## src/timer_flag_defs.svh

```systemverilog
// register offsets, field positions and reset values of the timer flag block
`ifndef TIMER_FLAG_DEFS_SVH
`define TIMER_FLAG_DEFS_SVH
`define NUM_CHANNELS 2
`define OFF_CONTROL 12'h000
`define OFF_MODULUS 12'h004
`define OFF_COUNT 12'h008
`define OFF_FLAGS 12'h00c
`define OFF_CH0_CTRL 12'h010
`define OFF_CH0_VALUE 12'h014
`define OFF_CH1_CTRL 12'h018
`define OFF_CH1_VALUE 12'h01c
`define OFF_IRQ_STATUS 12'h020
`define OFF_IRQ_ENABLE 12'h024
`define OFF_IRQ_CLEAR 12'h028
`define CTRL_RUN_BIT 0
`define CTRL_CENTER_BIT 1
`define CTRL_WRAP_IE_BIT 2
`define CHC_ELS_LOW_BIT 0
`define CHC_ELS_HIGH_BIT 1
`define CHC_MODE_LSB 2
`define CHC_IE_BIT 4
`define FLAG_WRAP_BIT 0
`define FLAG_CH0_BIT 1
`define COUNT_ZERO 16'h0000
`define COUNT_TOP 16'hffff
`define MODULUS_RESET 16'h0000
`define VALUE_RESET 16'h0000
`define EVENT_BITS 3
`endif

```

## src/timer_flag_pkg.sv

```systemverilog
// types shared by the timer flag block
package timer_flag_pkg;
   typedef enum logic [1:0] {
      CH_CAPTURE = 2'b00,
      CH_COMPARE = 2'b01,
      CH_EDGE_PWM = 2'b11,
      CH_OFF = 2'b10
   } ch_mode_type;
   typedef struct packed {
      logic psel;
      logic penable;
      logic pwrite;
      logic [11:0] paddr;
      logic [31:0] pwdata;
   } apb_req_type;
   typedef struct packed {
      logic edge_level_select_high;
      logic edge_level_select_low;
      ch_mode_type mode;
      logic channel_event_irq_enable;
   } ch_ctrl_type;
endpackage

```

## src/flag_cell.sv

```systemverilog
// one timer flag with two-step clear: armed by a read while set, cleared by a write of zero
`timescale 1ns/1ns
module flag_cell (
   input wire logic core_clk,
   input wire logic reset_n,
   input wire logic set_evt,
   input wire logic read_evt,
   input wire logic clear_evt,
   output logic flag
);
   logic flag_r, flag_nxt;
   logic armed_r, armed_nxt;
   always_comb begin
      flag_nxt = flag_r;
      armed_nxt = armed_r;
      if (read_evt && flag_r) begin
         armed_nxt = 1'b1;
      end
      if (clear_evt && armed_r) begin
         flag_nxt = 1'b0;
         armed_nxt = 1'b0;
      end
      // a new event restarts the sequence and beats the clear
      if (set_evt) begin
         flag_nxt = 1'b1; // [RQ11]
         armed_nxt = 1'b0; // [RQ11]
      end
   end
   always_ff @(posedge core_clk or negedge reset_n) begin
      if (!reset_n) begin
         flag_r <= 1'b0; // [RQ15]
         armed_r <= 1'b0;
      end else begin
         flag_r <= flag_nxt;
         armed_r <= armed_nxt;
      end
   end
   assign flag = flag_r;
endmodule

```

## src/timer_event_flag_logic.sv

```systemverilog
// timer counter with wrap and channel event flags, APB registers and interrupt
// What this block does
// [RQ1] free up-count steps 0x0000 to 0xffff then wraps to 0x0000
// [RQ2] free up-count sets wrap flag on the 0xffff to 0x0000 step
// [RQ3] nonzero modulus: wrap flag set on modulus to 0x0000 step
// [RQ4] up/down: wrap flag set when leaving modulus downward
// [RQ5] capture edge chosen by two select bits: rise, fall, both, none
// [RQ6] capture channel sets event flag on selected edge
// [RQ7] compare channel sets event flag when counter equals channel value
// [RQ8] edge pwm sets event flag on match, end of duty
// [RQ9] center pwm sets event flag on both matches, up and down
// [RQ10] channel flags clear only through the common two-step sequence
// [RQ11] read while set then write zero clears; new event keeps flag
// [RQ12] interrupt level high while an enabled flag reads one; the code also raises it for enabled irq_status_r bits
// [RQ13] center align select: zero up-count, one up/down count
// [RQ14] up/down counts up to modulus, down to zero, repeats
// [RQ15] flags set regardless of enables; reset clears all flags
//
// Added by the designer: register access over APB and the placing of the registers.
`timescale 1ns/1ns
`include "timer_flag_defs.svh"
module timer_event_flag_logic
   import timer_flag_pkg::*;
(
   input wire logic core_clk,
   input wire logic reset_n,
   input wire logic psel,
   input wire logic penable,
   input wire logic pwrite,
   input wire logic [11:0] paddr,
   input wire logic [31:0] pwdata,
   input wire logic [`NUM_CHANNELS-1:0] channel_in,
   output logic [31:0] prdata,
   output logic pready,
   output logic pslverr,
   output logic timer_irq
);
   localparam int NC = `NUM_CHANNELS;
   localparam int NF = NC + 1;

   function automatic logic [31:0] ch_ctrl_word(input ch_ctrl_type c);
      ch_ctrl_word = 32'h0000_0000;
      ch_ctrl_word[`CHC_ELS_LOW_BIT] = c.edge_level_select_low;
      ch_ctrl_word[`CHC_ELS_HIGH_BIT] = c.edge_level_select_high;
      ch_ctrl_word[`CHC_MODE_LSB +: 2] = c.mode;
      ch_ctrl_word[`CHC_IE_BIT] = c.channel_event_irq_enable;
   endfunction

   apb_req_type req;
   assign req = '{psel, penable, pwrite, paddr, pwdata};
   logic acc;
   assign acc = req.psel && req.penable;

   // control state
   logic run_r, run_nxt;
   logic center_align_select_r, center_align_select_nxt;
   logic counter_wrap_irq_enable_r, counter_wrap_irq_enable_nxt;
   logic [15:0] modulus_r, modulus_nxt;
   ch_ctrl_type ch_ctrl_r [NC];
   ch_ctrl_type ch_ctrl_nxt [NC];
   logic [15:0] ch_value_r [NC];
   logic [15:0] ch_value_nxt [NC];
   logic [`EVENT_BITS-1:0] irq_enable_r, irq_enable_nxt;
   logic [`EVENT_BITS-1:0] irq_status_r, irq_status_nxt;

   // counter state
   logic [15:0] count_r, count_nxt;
   logic down_r, down_nxt;
   logic [NC-1:0] in_prev_r, in_prev_nxt;

   // bus and interrupt outputs
   logic [31:0] prdata_r, prdata_nxt;
   logic pready_r, pready_nxt;
   logic pslverr_r, pslverr_nxt;
   logic irq_r, irq_nxt;

   // flag events
   logic [NF-1:0] set_ev, read_ev, clear_ev, flags;
   logic [NF-1:0] flags_prev_r;

   genvar g;
   generate
      for (g = 0; g < NF; g++) begin : gen_flag
         flag_cell u_flag (
            .core_clk(core_clk),
            .reset_n(reset_n),
            .set_evt(set_ev[g]),
            .read_evt(read_ev[g]),
            .clear_evt(clear_ev[g]),
            .flag(flags[g])
         );
      end
   endgenerate

   // counter and event detection
   logic wrap_ev;
   logic [NC-1:0] ch_ev;
   always_comb begin
      count_nxt = count_r;
      down_nxt = down_r;
      wrap_ev = 1'b0;
      if (run_r) begin
         if (!center_align_select_r) begin // [RQ13]
            down_nxt = 1'b0;
            if ((modulus_r != `COUNT_ZERO && count_r == modulus_r) ||
                count_r == `COUNT_TOP) begin
               count_nxt = `COUNT_ZERO; // [RQ1] [RQ3]
               wrap_ev = 1'b1; // [RQ2] [RQ3]
            end else begin
               count_nxt = count_r + 16'h0001; // [RQ1]
            end
         end else if (!down_r) begin
            if (count_r >= modulus_r) begin
               // direction reversal: end of period
               down_nxt = 1'b1; // [RQ14]
               count_nxt = count_r - 16'h0001;
               wrap_ev = 1'b1; // [RQ4]
            end else begin
               count_nxt = count_r + 16'h0001; // [RQ14]
            end
         end else begin
            if (count_r == `COUNT_ZERO || count_r == 16'h0001) begin
               down_nxt = 1'b0; // [RQ14]
            end
            count_nxt = (count_r == `COUNT_ZERO) ? 16'h0001 : count_r - 16'h0001;
         end
      end
   end

   always_comb begin
      in_prev_nxt = channel_in;
      for (int i = 0; i < NC; i++) begin
         ch_ev[i] = 1'b0;
         case (ch_ctrl_r[i].mode)
            CH_CAPTURE: begin
               // [RQ5] select bits: 01 rise, 10 fall, 11 both, 00 off
               ch_ev[i] = (ch_ctrl_r[i].edge_level_select_low &&
                           channel_in[i] && !in_prev_r[i]) ||
                          (ch_ctrl_r[i].edge_level_select_high &&
                           !channel_in[i] && in_prev_r[i]); // [RQ6]
            end
            CH_COMPARE, CH_EDGE_PWM: begin
               // in center mode a match occurs once up and once down
               ch_ev[i] = run_r && count_r == ch_value_r[i]; // [RQ7] [RQ8] [RQ9]
            end
            default: ch_ev[i] = 1'b0;
         endcase
      end
   end

   // register bus
   always_comb begin
      run_nxt = run_r;
      center_align_select_nxt = center_align_select_r;
      counter_wrap_irq_enable_nxt = counter_wrap_irq_enable_r;
      modulus_nxt = modulus_r;
      ch_ctrl_nxt = ch_ctrl_r;
      ch_value_nxt = ch_value_r;
      irq_enable_nxt = irq_enable_r;
      prdata_nxt = prdata_r;
      pready_nxt = 1'b0;
      pslverr_nxt = 1'b0;
      read_ev = '0;
      clear_ev = '0;
      set_ev = {ch_ev, wrap_ev}; // [RQ15]
      irq_status_nxt = irq_status_r | {ch_ev, wrap_ev};
      // single wait state: answer in second access cycle
      if (acc && !pready_r) begin
         pready_nxt = 1'b1;
         prdata_nxt = 32'h0000_0000;
         case (req.paddr)
            `OFF_CONTROL: begin
               prdata_nxt[`CTRL_RUN_BIT] = run_r;
               prdata_nxt[`CTRL_CENTER_BIT] = center_align_select_r;
               prdata_nxt[`CTRL_WRAP_IE_BIT] = counter_wrap_irq_enable_r;
               if (req.pwrite) begin
                  run_nxt = req.pwdata[`CTRL_RUN_BIT];
                  center_align_select_nxt = req.pwdata[`CTRL_CENTER_BIT];
                  counter_wrap_irq_enable_nxt = req.pwdata[`CTRL_WRAP_IE_BIT];
               end
            end
            `OFF_MODULUS: begin
               prdata_nxt[15:0] = modulus_r;
               if (req.pwrite) modulus_nxt = req.pwdata[15:0];
            end
            `OFF_COUNT: prdata_nxt[15:0] = count_r;
            `OFF_FLAGS: begin
               prdata_nxt[NF-1:0] = flags;
               if (req.pwrite) begin
                  clear_ev = ~req.pwdata[NF-1:0]; // [RQ10] [RQ11]
               end else begin
                  read_ev = flags; // [RQ11]
               end
            end
            `OFF_CH0_CTRL, `OFF_CH1_CTRL: begin
               prdata_nxt = ch_ctrl_word(ch_ctrl_r[req.paddr[3]]);
               if (req.pwrite) begin
                  ch_ctrl_nxt[req.paddr[3]] = '{req.pwdata[`CHC_ELS_HIGH_BIT],
                     req.pwdata[`CHC_ELS_LOW_BIT],
                     ch_mode_type'(req.pwdata[`CHC_MODE_LSB +: 2]),
                     req.pwdata[`CHC_IE_BIT]};
               end
            end
            `OFF_CH0_VALUE, `OFF_CH1_VALUE: begin
               prdata_nxt[15:0] = ch_value_r[req.paddr[3]];
               if (req.pwrite) ch_value_nxt[req.paddr[3]] = req.pwdata[15:0];
            end
            `OFF_IRQ_STATUS: prdata_nxt[NF-1:0] = irq_status_r;
            `OFF_IRQ_ENABLE: begin
               prdata_nxt[NF-1:0] = irq_enable_r;
               if (req.pwrite) irq_enable_nxt = req.pwdata[NF-1:0];
            end
            `OFF_IRQ_CLEAR: begin
               if (req.pwrite) begin
                  // set beats clear
                  irq_status_nxt = (irq_status_r & ~req.pwdata[NF-1:0]) |
                     {ch_ev, wrap_ev};
               end
            end
            default: pslverr_nxt = 1'b1;
         endcase
      end
      // interrupt: timer flags gated by their enables, plus status register path
      irq_nxt = |(flags_prev_r & {ch_ctrl_r[1].channel_event_irq_enable,
                                  ch_ctrl_r[0].channel_event_irq_enable,
                                  counter_wrap_irq_enable_r}) |
                |(irq_status_r & irq_enable_r); // [RQ12]
   end

   always_ff @(posedge core_clk or negedge reset_n) begin
      if (!reset_n) begin
         run_r <= 1'b0;
         center_align_select_r <= 1'b0;
         counter_wrap_irq_enable_r <= 1'b0;
         modulus_r <= `MODULUS_RESET;
         for (int i = 0; i < NC; i++) begin
            ch_ctrl_r[i] <= '{1'b0, 1'b0, CH_CAPTURE, 1'b0};
            ch_value_r[i] <= `VALUE_RESET;
         end
         irq_enable_r <= '0;
         irq_status_r <= '0; // [RQ15]
         count_r <= `COUNT_ZERO;
         down_r <= 1'b0;
         in_prev_r <= '0;
         prdata_r <= 32'h0000_0000;
         pready_r <= 1'b0;
         pslverr_r <= 1'b0;
         irq_r <= 1'b0;
         flags_prev_r <= '0;
      end else begin
         run_r <= run_nxt;
         center_align_select_r <= center_align_select_nxt;
         counter_wrap_irq_enable_r <= counter_wrap_irq_enable_nxt;
         modulus_r <= modulus_nxt;
         ch_ctrl_r <= ch_ctrl_nxt;
         ch_value_r <= ch_value_nxt;
         irq_enable_r <= irq_enable_nxt;
         irq_status_r <= irq_status_nxt;
         count_r <= count_nxt;
         down_r <= down_nxt;
         in_prev_r <= in_prev_nxt;
         prdata_r <= prdata_nxt;
         pready_r <= pready_nxt;
         pslverr_r <= pslverr_nxt;
         irq_r <= irq_nxt;
         flags_prev_r <= flags;
      end
   end

   assign prdata = prdata_r;
   assign pready = pready_r;
   assign pslverr = pslverr_r;
   assign timer_irq = irq_r;
endmodule

```

## config.mk

```make
export PLATFORM = sky130hd
export DESIGN_NAME = timer_event_flag_logic
export DESIGN_NICKNAME = d
export VERILOG_FILES = /design/src/timer_flag_pkg.sv /design/src/flag_cell.sv /design/src/timer_event_flag_logic.sv
export VERILOG_INCLUDE_DIRS = /design/src
export SDC_FILE = /design/constraint.sdc
export NUM_CORES = 1
export LEC_CHECK = 0
export BUFFER_PORTS_ARGS = -buffer_cell sky130_fd_sc_hd__buf_2
export CAP_MARGIN = 5
export CORE_ASPECT_RATIO = 0.5
export CORE_MARGIN = 2
export CORE_UTILIZATION = 50
export DETAILED_ROUTE_END_ITERATION = 7
export PLACE_DENSITY = 0.71
export SYNTH_ARGS = -nofsm -noshare
export SYNTH_HDL_FRONTEND = slang
export SYNTH_SLANG_ARGS = --single-unit
export TNS_END_PERCENT = 50
```

## constraint.sdc

```tcl
create_clock -name core_clk -period 8.4 [get_ports core_clk]
set_input_delay 0 -clock core_clk [delete_from_list [all_inputs] [get_ports core_clk]]
set_output_delay 0 -clock core_clk [all_outputs]
set_load 0.005 [all_outputs]
```

Word-level counts from Yosys, hierarchy flattened
Cells that the tools add are included.

word-level totals
  register bits = 114
  bits in latches = 0
  bits in writable memories = 0
  bits in read-only memories = 0
  input port bits = 51
  output and inout bits = 35
  logic and storage cells = 170
  memories = 0

operators by class
  $add $sub $neg = 2
  multiply operators = 0
  divide/modulo/power cells = 0
  magnitude comparators = 3
  equality and inequality tests = 19
  shift-type cells = 0
  multiplexer cells = 56
  bitwise operators = 8
  reductions and logical operators = 52

operators with widths
  operator                                              count
  two-way mux 16 bit                                    9
  one-hot mux 13 bit (4 select lines)                   1
  equality test 12 x 5 -> 1 bit, second input constant  4
  equality test 16 bit                                  3
  equality test 12 x 6 -> 1 bit, second input constant  3
  bitwise mux 32 bit                                    1
  two-way mux 3 bit                                     9
  two-way mux 1 bit                                     26
  equality test 12 x 4 -> 1 bit, second input constant  2
  one-hot mux 3 bit (8 select lines)                    1
  logical AND 1 bit                                     20
  two-way mux 5 bit                                     4
  adder 16 x 1 -> 16 bit, second input constant         1
  demux 16 bit (select 1 bit)                           1
  equality test 16 x 1 -> 1 bit, second input constant  1
  equality test 16 bit, second input constant           1
  >= comparator 16 bit                                  1
  logical NOT 16 bit                                    1
  nonzero test 16 bit                                   1
  subtractor 16 x 1 -> 16 bit, second input constant    1
  AND reduction 3 bit                                   5
  equality test 12 x 3 -> 1 bit, second input constant  1
  logical NOT 12 bit                                    1
  OR reduction 11 bit                                   1
  other kinds (19)                                      41

Logic depth before layout (Yosys ltp)
Gate-level depths: netlist (run 1).

  depth in word-level cells = 10
  mapped depth = 11
  gate-level depth less buffers = 9

Hierarchy
A second synthesis (run 1) with hierarchy kept.

unflattened totals
  cells, all modules = 670
  area, all modules = 6816.5 um^2

by module, submodules not included
  module                  times used  cells each  area an instance (um^2)  sequential area each (um^2)
  timer_event_flag_logic  1           649         6576.3                   2702.6
  flag_cell               3           7           80.1                     50.0

Worst setup path after synthesis (run 1)
OpenSTA, ideal clock, no wires.

  kind = register to register
  start point = register count_r[0]
  end point = register count_r[6]
  setup time = 0.134 ns
  arrival = 2.744 ns
  data required time = 8.266 ns
  path slack = 5.521 ns
  stages on the path, launching flop included = 12
  buffers on the path = 2
  clock period less this slack = 2.879 ns
  cell sequence = dfrtp_1 clkbuf_1 inv_1 ha_1 nand2b_1 a2111oi_0 o32a_1 nand2_1 buf_2 mux2_1 a32oi_1 o211ai_1

between the ends
  cells in the longest elaborated chain, start to end = 5
  elaborated cells on any way between the ends = 13
  those cells by class = add/sub: 2; order compare: 1; eq/ne: 2; mux: 5; reduce/logical: 3

ends and longest elaborated chain
  item                                                                            RTL line                       RTL
  start: declaration                                                              timer_event_flag_logic.sv:67   logic [15:0] count_r, count_nxt;
  start signal: assignment                                                        timer_event_flag_logic.sv:242  count_r <= `COUNT_ZERO;
  start signal: assignment                                                        timer_event_flag_logic.sv:259  count_r <= count_nxt;
  parallel branches: the longest is 4 deep, another holds adder 16 x 1 -> 16 bit  -
  two-way mux 16 bit *                                                            timer_event_flag_logic.sv:103  if (!center_align_select_r) begin

Every way passes the cells marked *.
A chain may end at the register's enable or synchronous reset.

Worst setup path after layout (run 1)
  start point = register count_r[0]
  end point = register count_r[4]

Same word-level chain as after synthesis.

==> results.cfg, run 1 <==
[placed_design]
gp_congestion = 0.858
portBuffers = 53
dp.cells = 855
dpl.hpwl_um = 12900

[finish]
n_antenna_cell = 0
area_growth_syn_to_layout_pct = 16.1
finalNetCount = 797
final_common_cell = dfrtp_1
finalNonFillerCells = 908
fill_cells = 1056
layout_common_cells = 114 x dfrtp_1, 67 x nand2_1, 59 x mux2_2
layout-drive-gt1-share_pct = 23.0

[route]
drc = 0
route.vias.total = 5741
wirelength_um = 18600
drtIter0Drc = 832
vias_per_cell = 6.32
dr.pass1.iters = 7
wl_per_cell_um = 20.5
ant_nets = 0

[floorplanning]
rows = 29
die_area_mm2 = 0.0146
initial_core_util_pct = 52.3
die_y_um = 86.3
die_w_um = 169
coreArea_mm2 = 0.0130
ioPinCount = 86

[clock_tree]
cts-root-buf = clkbuf_16
h-tree-depth = 4
cts_setup_buffers = 0
clock_path_buffers = 2
cts_tree = done
cts_made_buffers = 17
clk_pin_slew_worst_paths_ns = 0.06
clock-sinks = 114
insertion_delay_ns = 0.41

[timing]
setup_tns_ns = 0
fin_skew_ns = 0.0108
worstMarginPinSlew_ns = 0.961
maxSlewViolCount = 0
slew-limit-headroom_pct = 35.7
finalCritPeriodShare_pct = 40.3
hold_violations = 0
holdWs_ns = 0.192
fin_crit_ns = 3.39
finalSetupViolCount = 0
max_freq_ghz = 0.295
rsz0062_at_grt = no

[pwr]
power_leakage_nw = 3.52
p_per_area_mw_per_mm2 = 205
ir_worst_vdd_uv = 112

[critical_path]
startpoint_type = flip-flop
timing.rr.end = count_r[4]$_DFFE_PN0P_
r2r.worst_path.cells = 9
cp_max_fo = 14
path_buf_inv = 1
critPathKind = reg2reg
crit_arrival_ns = 3.72
cpPeakStageDelay_ns = 0.65
crit_required_ns = 8.74
r2r_start = count_r[0]$_DFFE_PN0P_
crit_slowest_cell = dfrtp_1
crit_path_end_kind = flip-flop
path_cells = inv_1 -> ha_1 -> nand2b_1 -> a2111oi_0 -> o32a_1 -> nand2_1 -> o21a_1 -> or3_1 -> a21oi_1
timing.reg2reg.setup_slack_ns = 5.01
cp_top_family = compound AO/OA/AOI/OAI gates

[yosys]
syn-cell-area_mm2 = 0.00677
yosysTopAreaCellShare_pct = 42.1
syn_area_per_cell_um2 = 10.1
async_reset_ff_share_pct = 100
syn_inst = 670
synth-edff-count = 0
synth-seq-cells = 114
ys_types = 71
yosys-top-cells-area = dfrtp_1 42%, mux2_2 9.8%, xnor2_1 4.5%, nand2_1 3.7%, ha_1 3.7%
yosys_warnings = 0
synth_largest_area_cell = dfrtp_1
ys.flop_type = dfrtp_1
ys_seq_area_share_pct = 42.1

[grt]
grt_pass1_wl_um = 29600
antenna_found_initial = 0
grt_remaining_overflow = 0
grt_max_degree = 59
grt_usage_pct = 26.7
grt_pass1_vias = 5472

[flow_run]
cap_viol_max_count = 0

[run_status]
status = finished clean

[min_path]
hold_path_class = in2async
[metal layers]
| metal | vias to the layer above | global-route usage, % | share of wire, % |
|---|---|---|---|
| met2 | 320 | 40.3 | 43 |
| met4 | 0 | 7.29 | 1.4 |
| met5 | - | 0 | 0 |
| met3 | 33 | 5.71 | 10 |
| met1 | 2848 | 39.3 | 45 |
| li1 | 2540 | - | - |
[repair_timing]
| item | 4_1_cts | 5_1_grt |
|---|---|---|
| resized for setup | 0 | 0 |
| endpoints found under the setup margin | 0 | 0 |
| hold endpoints to repair | 115 | 0 |
| hold buffers | 22 | 0 |
[sequential cells by signal, summed over array words and instances, names as in the netlist, 10 cells and up]
signal	flops
modulus_r	16
prdata	16
ch_value_r	32
count_r	16
ch_ctrl_r	10
[final cells by class]
cell class | instances | area (um2) | share of cell area [%]
repair buffers | 81 | 533 | 6.78
multi-input cells | 491 | 3570 | 45.4
well taps | 170 | 213 | 2.71
inverters | 21 | 78.8 | 1.00
clock buffers | 18 | 429 | 5.46
clock inverters | 13 | 186 | 2.37
flip-flops and latches | 114 | 2850 | 36.3
[power breakdown]
| group | internal [W] | switching [W] | leakage, nW |
|---|---|---|---|
| combinational | 0.0000963 | 0.000117 | 1.81 |
| sequential | 0.000568 | 0.0000738 | 1.42 |
| clock | 0.000495 | 0.000265 | 0.288 |
| total | 0.00116 | 0.000456 | 3.52 |
[cells in the mapped netlist, drive strengths merged, types with 4 or more instances]
cell	instances
a221oi	4
buf	32
dfrtp	114
nand2	67
nor4	11
o31ai	5
nor2	27
nand3	20
a21oi	20
o21ai	48
nand2b	6
o22a	4
o22ai	4
xor2	4
a222oi	15
mux2i	5
a21o	8
xnor2	35
clkbuf	27
a31oi	4
inv	20
a22oi	7
mux2	61
nor3	19
and2	7
and4	4
o21a	6
mux4	5
or3	4
ha	20
nand4	14
[worst max-delay path by stage]
stage                        endpoint  cells after the start                   start  slack [ns]
2_1_floorplan  count_r[6]$_DFFE_PN0P_                     11  count_r[0]$_DFFE_PN0P_        5.52
3_3_place_gp   count_r[4]$_DFFE_PN0P_                      9  count_r[0]$_DFFE_PN0P_        5.11
3_5_place_dp   count_r[4]$_DFFE_PN0P_                      9  count_r[0]$_DFFE_PN0P_        5.03
4_1_cts        count_r[4]$_DFFE_PN0P_                      9  count_r[0]$_DFFE_PN0P_        5.00
5_1_grt        count_r[4]$_DFFE_PN0P_                      9  count_r[0]$_DFFE_PN0P_        4.82
6_report       count_r[4]$_DFFE_PN0P_                      9  count_r[0]$_DFFE_PN0P_        5.01
[logic make-up after synthesis]
group,Yosys count,synth area share [%]
flip-flops,114,42.1
buffers and inverters,80,6.17
multiplexers,71,12.5
adder cells (fa/ha/maj),20,3.69
XOR/XNOR,39,5.04
AO/OA/AOI/OAI,151,15.5
AND/OR/NAND/NOR,194,14.9
other,1,0.0554
[stage by stage]
step / util (%) / power [W] / area (um2) / setup slack (ns)
after floorplan: - / 0.000781 / 6830 / 5.52
after global placement: 54.2 / 0.000842 / 7020 / 5.11
after detailed placement: 54.2 / 0.000849 / 7020 / 5.03
after CTS: 60.7 / 0.00161 / 7860 / 5.00
after global routing: 60.7 / 0.00167 / 7860 / 4.82
final: 60.7 / 0.00161 / 7860 / 5.01
(Power assumes the default switching activity.)
==> run 2: changes to the inputs <==
==> constraint.sdc (replaced) <==
create_clock -name core_clk -period 3.5 [get_ports core_clk]
set_input_delay 0 -clock core_clk [delete_from_list [all_inputs] [get_ports core_clk]]
set_output_delay 0 -clock core_clk [all_outputs]
set_load 0.005 [all_outputs]
==> run 2 against run 1 <==
Net effect: critical path depth fell by 1; design area grew 2.4%; maximum frequency up 16%; die area unchanged; utilization up 1.4 points; first-iteration DRC count down 17%; combinational power grew to 3.3 times the previous value; flip-flop and latch count is the same; setup slack got worse by 4.4 ns; register-to-register slack got worse by 4.4 ns; via count grew 2.6%; non-clock buffer count grew 23; highest routed layer unchanged.
==> results.cfg, run 2 (synthesized netlist as in run 1, its figures left out) <==
[floorplanning]
die_y_um = 86.3
die_w_um = 169
coreArea_mm2 = 0.0130
die_area_mm2 = 0.0146
rows = 29
initial_core_util_pct = 52.3
ioPinCount = 86

[timing]
slew-limit-headroom_pct = 39.0
fin_skew_ns = 0.0119
fin_ws_ns = 0.587
finalSetupViolCount = 0
maxSlewViolCount = 0
max_freq_ghz = 0.343
rsz0062_at_grt = no
fin_crit_ns = 2.91
hold_violations = 0
finalCritPeriodShare_pct = 83.2
setup_tns_ns = 0
holdWs_ns = 0.197
worstMarginPinSlew_ns = 0.905

[clock_tree]
cts_made_buffers = 17
post_cts_resized = 0
h-tree-depth = 4
clk_pin_slew_worst_paths_ns = 0.06
insertion_delay_ns = 0.42
clock_path_buffers = 2
clock-sinks = 114
ctsHoldBuffers = 22
cts-root-buf = clkbuf_16
cts_setup_buffers = 0
cts_tree = done

[min_path]
hold_path_class = in2reg
worstHoldPathCells = 4
min_from = penable
hold_path_end = pslverr$_DFF_PN0_

[finish]
regArea_mm2 = 0.00285
layout_common_cells = 114 x dfrtp_1, 67 x nand2_1, 59 x mux2_2
largest_reg_flops = 32
finalNetCount = 820
fill_cells = 1024
multi_input_area_mm2 = 0.00356
final_common_cell = dfrtp_1
top_register = ch_value_r
layout-drive-gt1-share_pct = 25.3
n_antenna_cell = 0
area_growth_syn_to_layout_pct = 18.8

[placed_design]
gp_congestion = 0.911
dpl.hpwl_um = 13700
portBuffers = 53
place_ws_ns = 0.652

[critical_path]
path_buf_inv = 0
critPathKind = reg2reg
crit_required_ns = 3.81
crit_top_cell = and2_1
r2r.worst_path.cells = 8
r2r_start = count_r[15]$_DFFE_PN0P_
crit_arrival_ns = 3.23
cp_top_family = simple AND/OR/NAND/NOR gates
cpPeakStageDelay_ns = 0.52
path_cells = ha_1 -> and4_1 -> nand4_1 -> nor3_1 -> a311o_1 -> and2_1 -> o21ai_0 -> and2_1
timing.reg2reg.setup_slack_ns = 0.59
startpoint_type = flip-flop
crit_path_end_kind = flip-flop
cp_max_fo = 8
timing.rr.end = gen_flag[0].u_flag.armed_r$_DFFE_PN0P_
crit_slowest_cell = dfrtp_1

[pwr]
sequentialPowerShare_pct = 35.5
p_per_area_mw_per_mm2 = 499
pwr-share-clk_pct = 46.9
swShare_pct = 29.3
ir_worst_vdd_uv = 312
combPwrFrac_pct = 17.6
p_switching_w = 0.00118
intPower_w = 0.00284
power_leakage_nw = 3.66

[route]
wl_per_cell_um = 21.2
ant_nets = 0
route.vias.total = 5888
wirelength_um = 19700
dr.pass1.iters = 7
vias_per_cell = 6.32
drtIter0Drc = 688
drc = 0

[flow_run]
cap_viol_max_count = 0

[grt]
grt_pass1_wl_um = 31700
grt_max_degree = 69
grt_usage_pct = 28.7
grt_remaining_overflow = 0
antenna_found_initial = 0
grt_pass1_vias = 5709

[run_status]
status = finished clean
## run 2: cell types whose count changed in the layout (fill, tap and decap cells not counted), sizes merged
cell	before	now
buf	59	82
clkinv	5	8
clkinvlp	4	1
inv	21	22
## run 2: routing by layer
metal / global-route usage [%] / part of all wire (%) / up-vias
li1: - / - / 2611
met1: 41.3 / 45 / 2908
met2: 43.4 / 43 / 327
met3: 6.53 / 10 / 42
met4: 9.48 / 2.1 / 0
met5: 0 / 0 / -
## run 2: power by group through the flow
stage               combinational (W)  clock, W  sequential [W]
finish                       0.000706   0.00189         0.00143
global route                 0.000775   0.00196         0.00143
CTS                          0.000688   0.00189         0.00142
detailed placement           0.000664         0         0.00145
global placement             0.000650         0         0.00144
floorplan                    0.000455         0         0.00142
## run 2: worst max path at each step
| stage | startpoint | to | slack [ns] | depth (start not counted) |
|---|---|---|---|---|
| floorplan | count_r[0]$_DFFE_PN0P_ | count_r[6]$_DFFE_PN0P_ | 0.62 | 11 |
| global placement | count_r[15]$_DFFE_PN0P_ | count_r[5]$_DFFE_PN0P_ | 0.72 | 9 |
| global route | count_r[15]$_DFFE_PN0P_ | gen_flag[0].u_flag.armed_r$_DFFE_PN0P_ | 0.44 | 8 |
| finish | count_r[15]$_DFFE_PN0P_ | gen_flag[0].u_flag.armed_r$_DFFE_PN0P_ | 0.59 | 8 |
| CTS | count_r[15]$_DFFE_PN0P_ | count_r[5]$_DFFE_PN0P_ | 0.63 | 9 |
| detailed placement | count_r[15]$_DFFE_PN0P_ | count_r[5]$_DFFE_PN0P_ | 0.65 | 9 |
## run 2: per-stage QoR
stage / cells / power, W / util, % / area [um2]
final: 932 / 0.00402 / 62.1 / 8050
after global routing: 932 / 0.00417 / 62.1 / 8050
after CTS: 932 / 0.00400 / 62.1 / 8050
after detailed placement: 878 / 0.00211 / 55.5 / 7190
after global placement: 878 / 0.00209 / 55.5 / 7190
after floorplan: 685 / 0.00187 / - / 6830
## run 2: area by class of cell
| class | count | area share (%) |
|---|---|---|
| Multi-Input combinational cell | 491 | 44.3 |
| Sequential cell | 114 | 35.4 |
| Timing Repair Buffer | 104 | 8.77 |
| Clock buffer | 18 | 5.33 |
| Tap cell | 170 | 2.64 |
| Clock inverter | 14 | 2.55 |
| Inverter | 21 | 0.979 |
## run 2: worst reg2reg max path: stages, from the launching register on
cell	delay, ns
dfrtp_1	0.52
ha_1	0.38
and4_1	0.26
nand4_1	0.14
nor3_1	0.30
a311o_1	0.34
and2_1	0.23
o21ai_0	0.35
and2_1	0.28
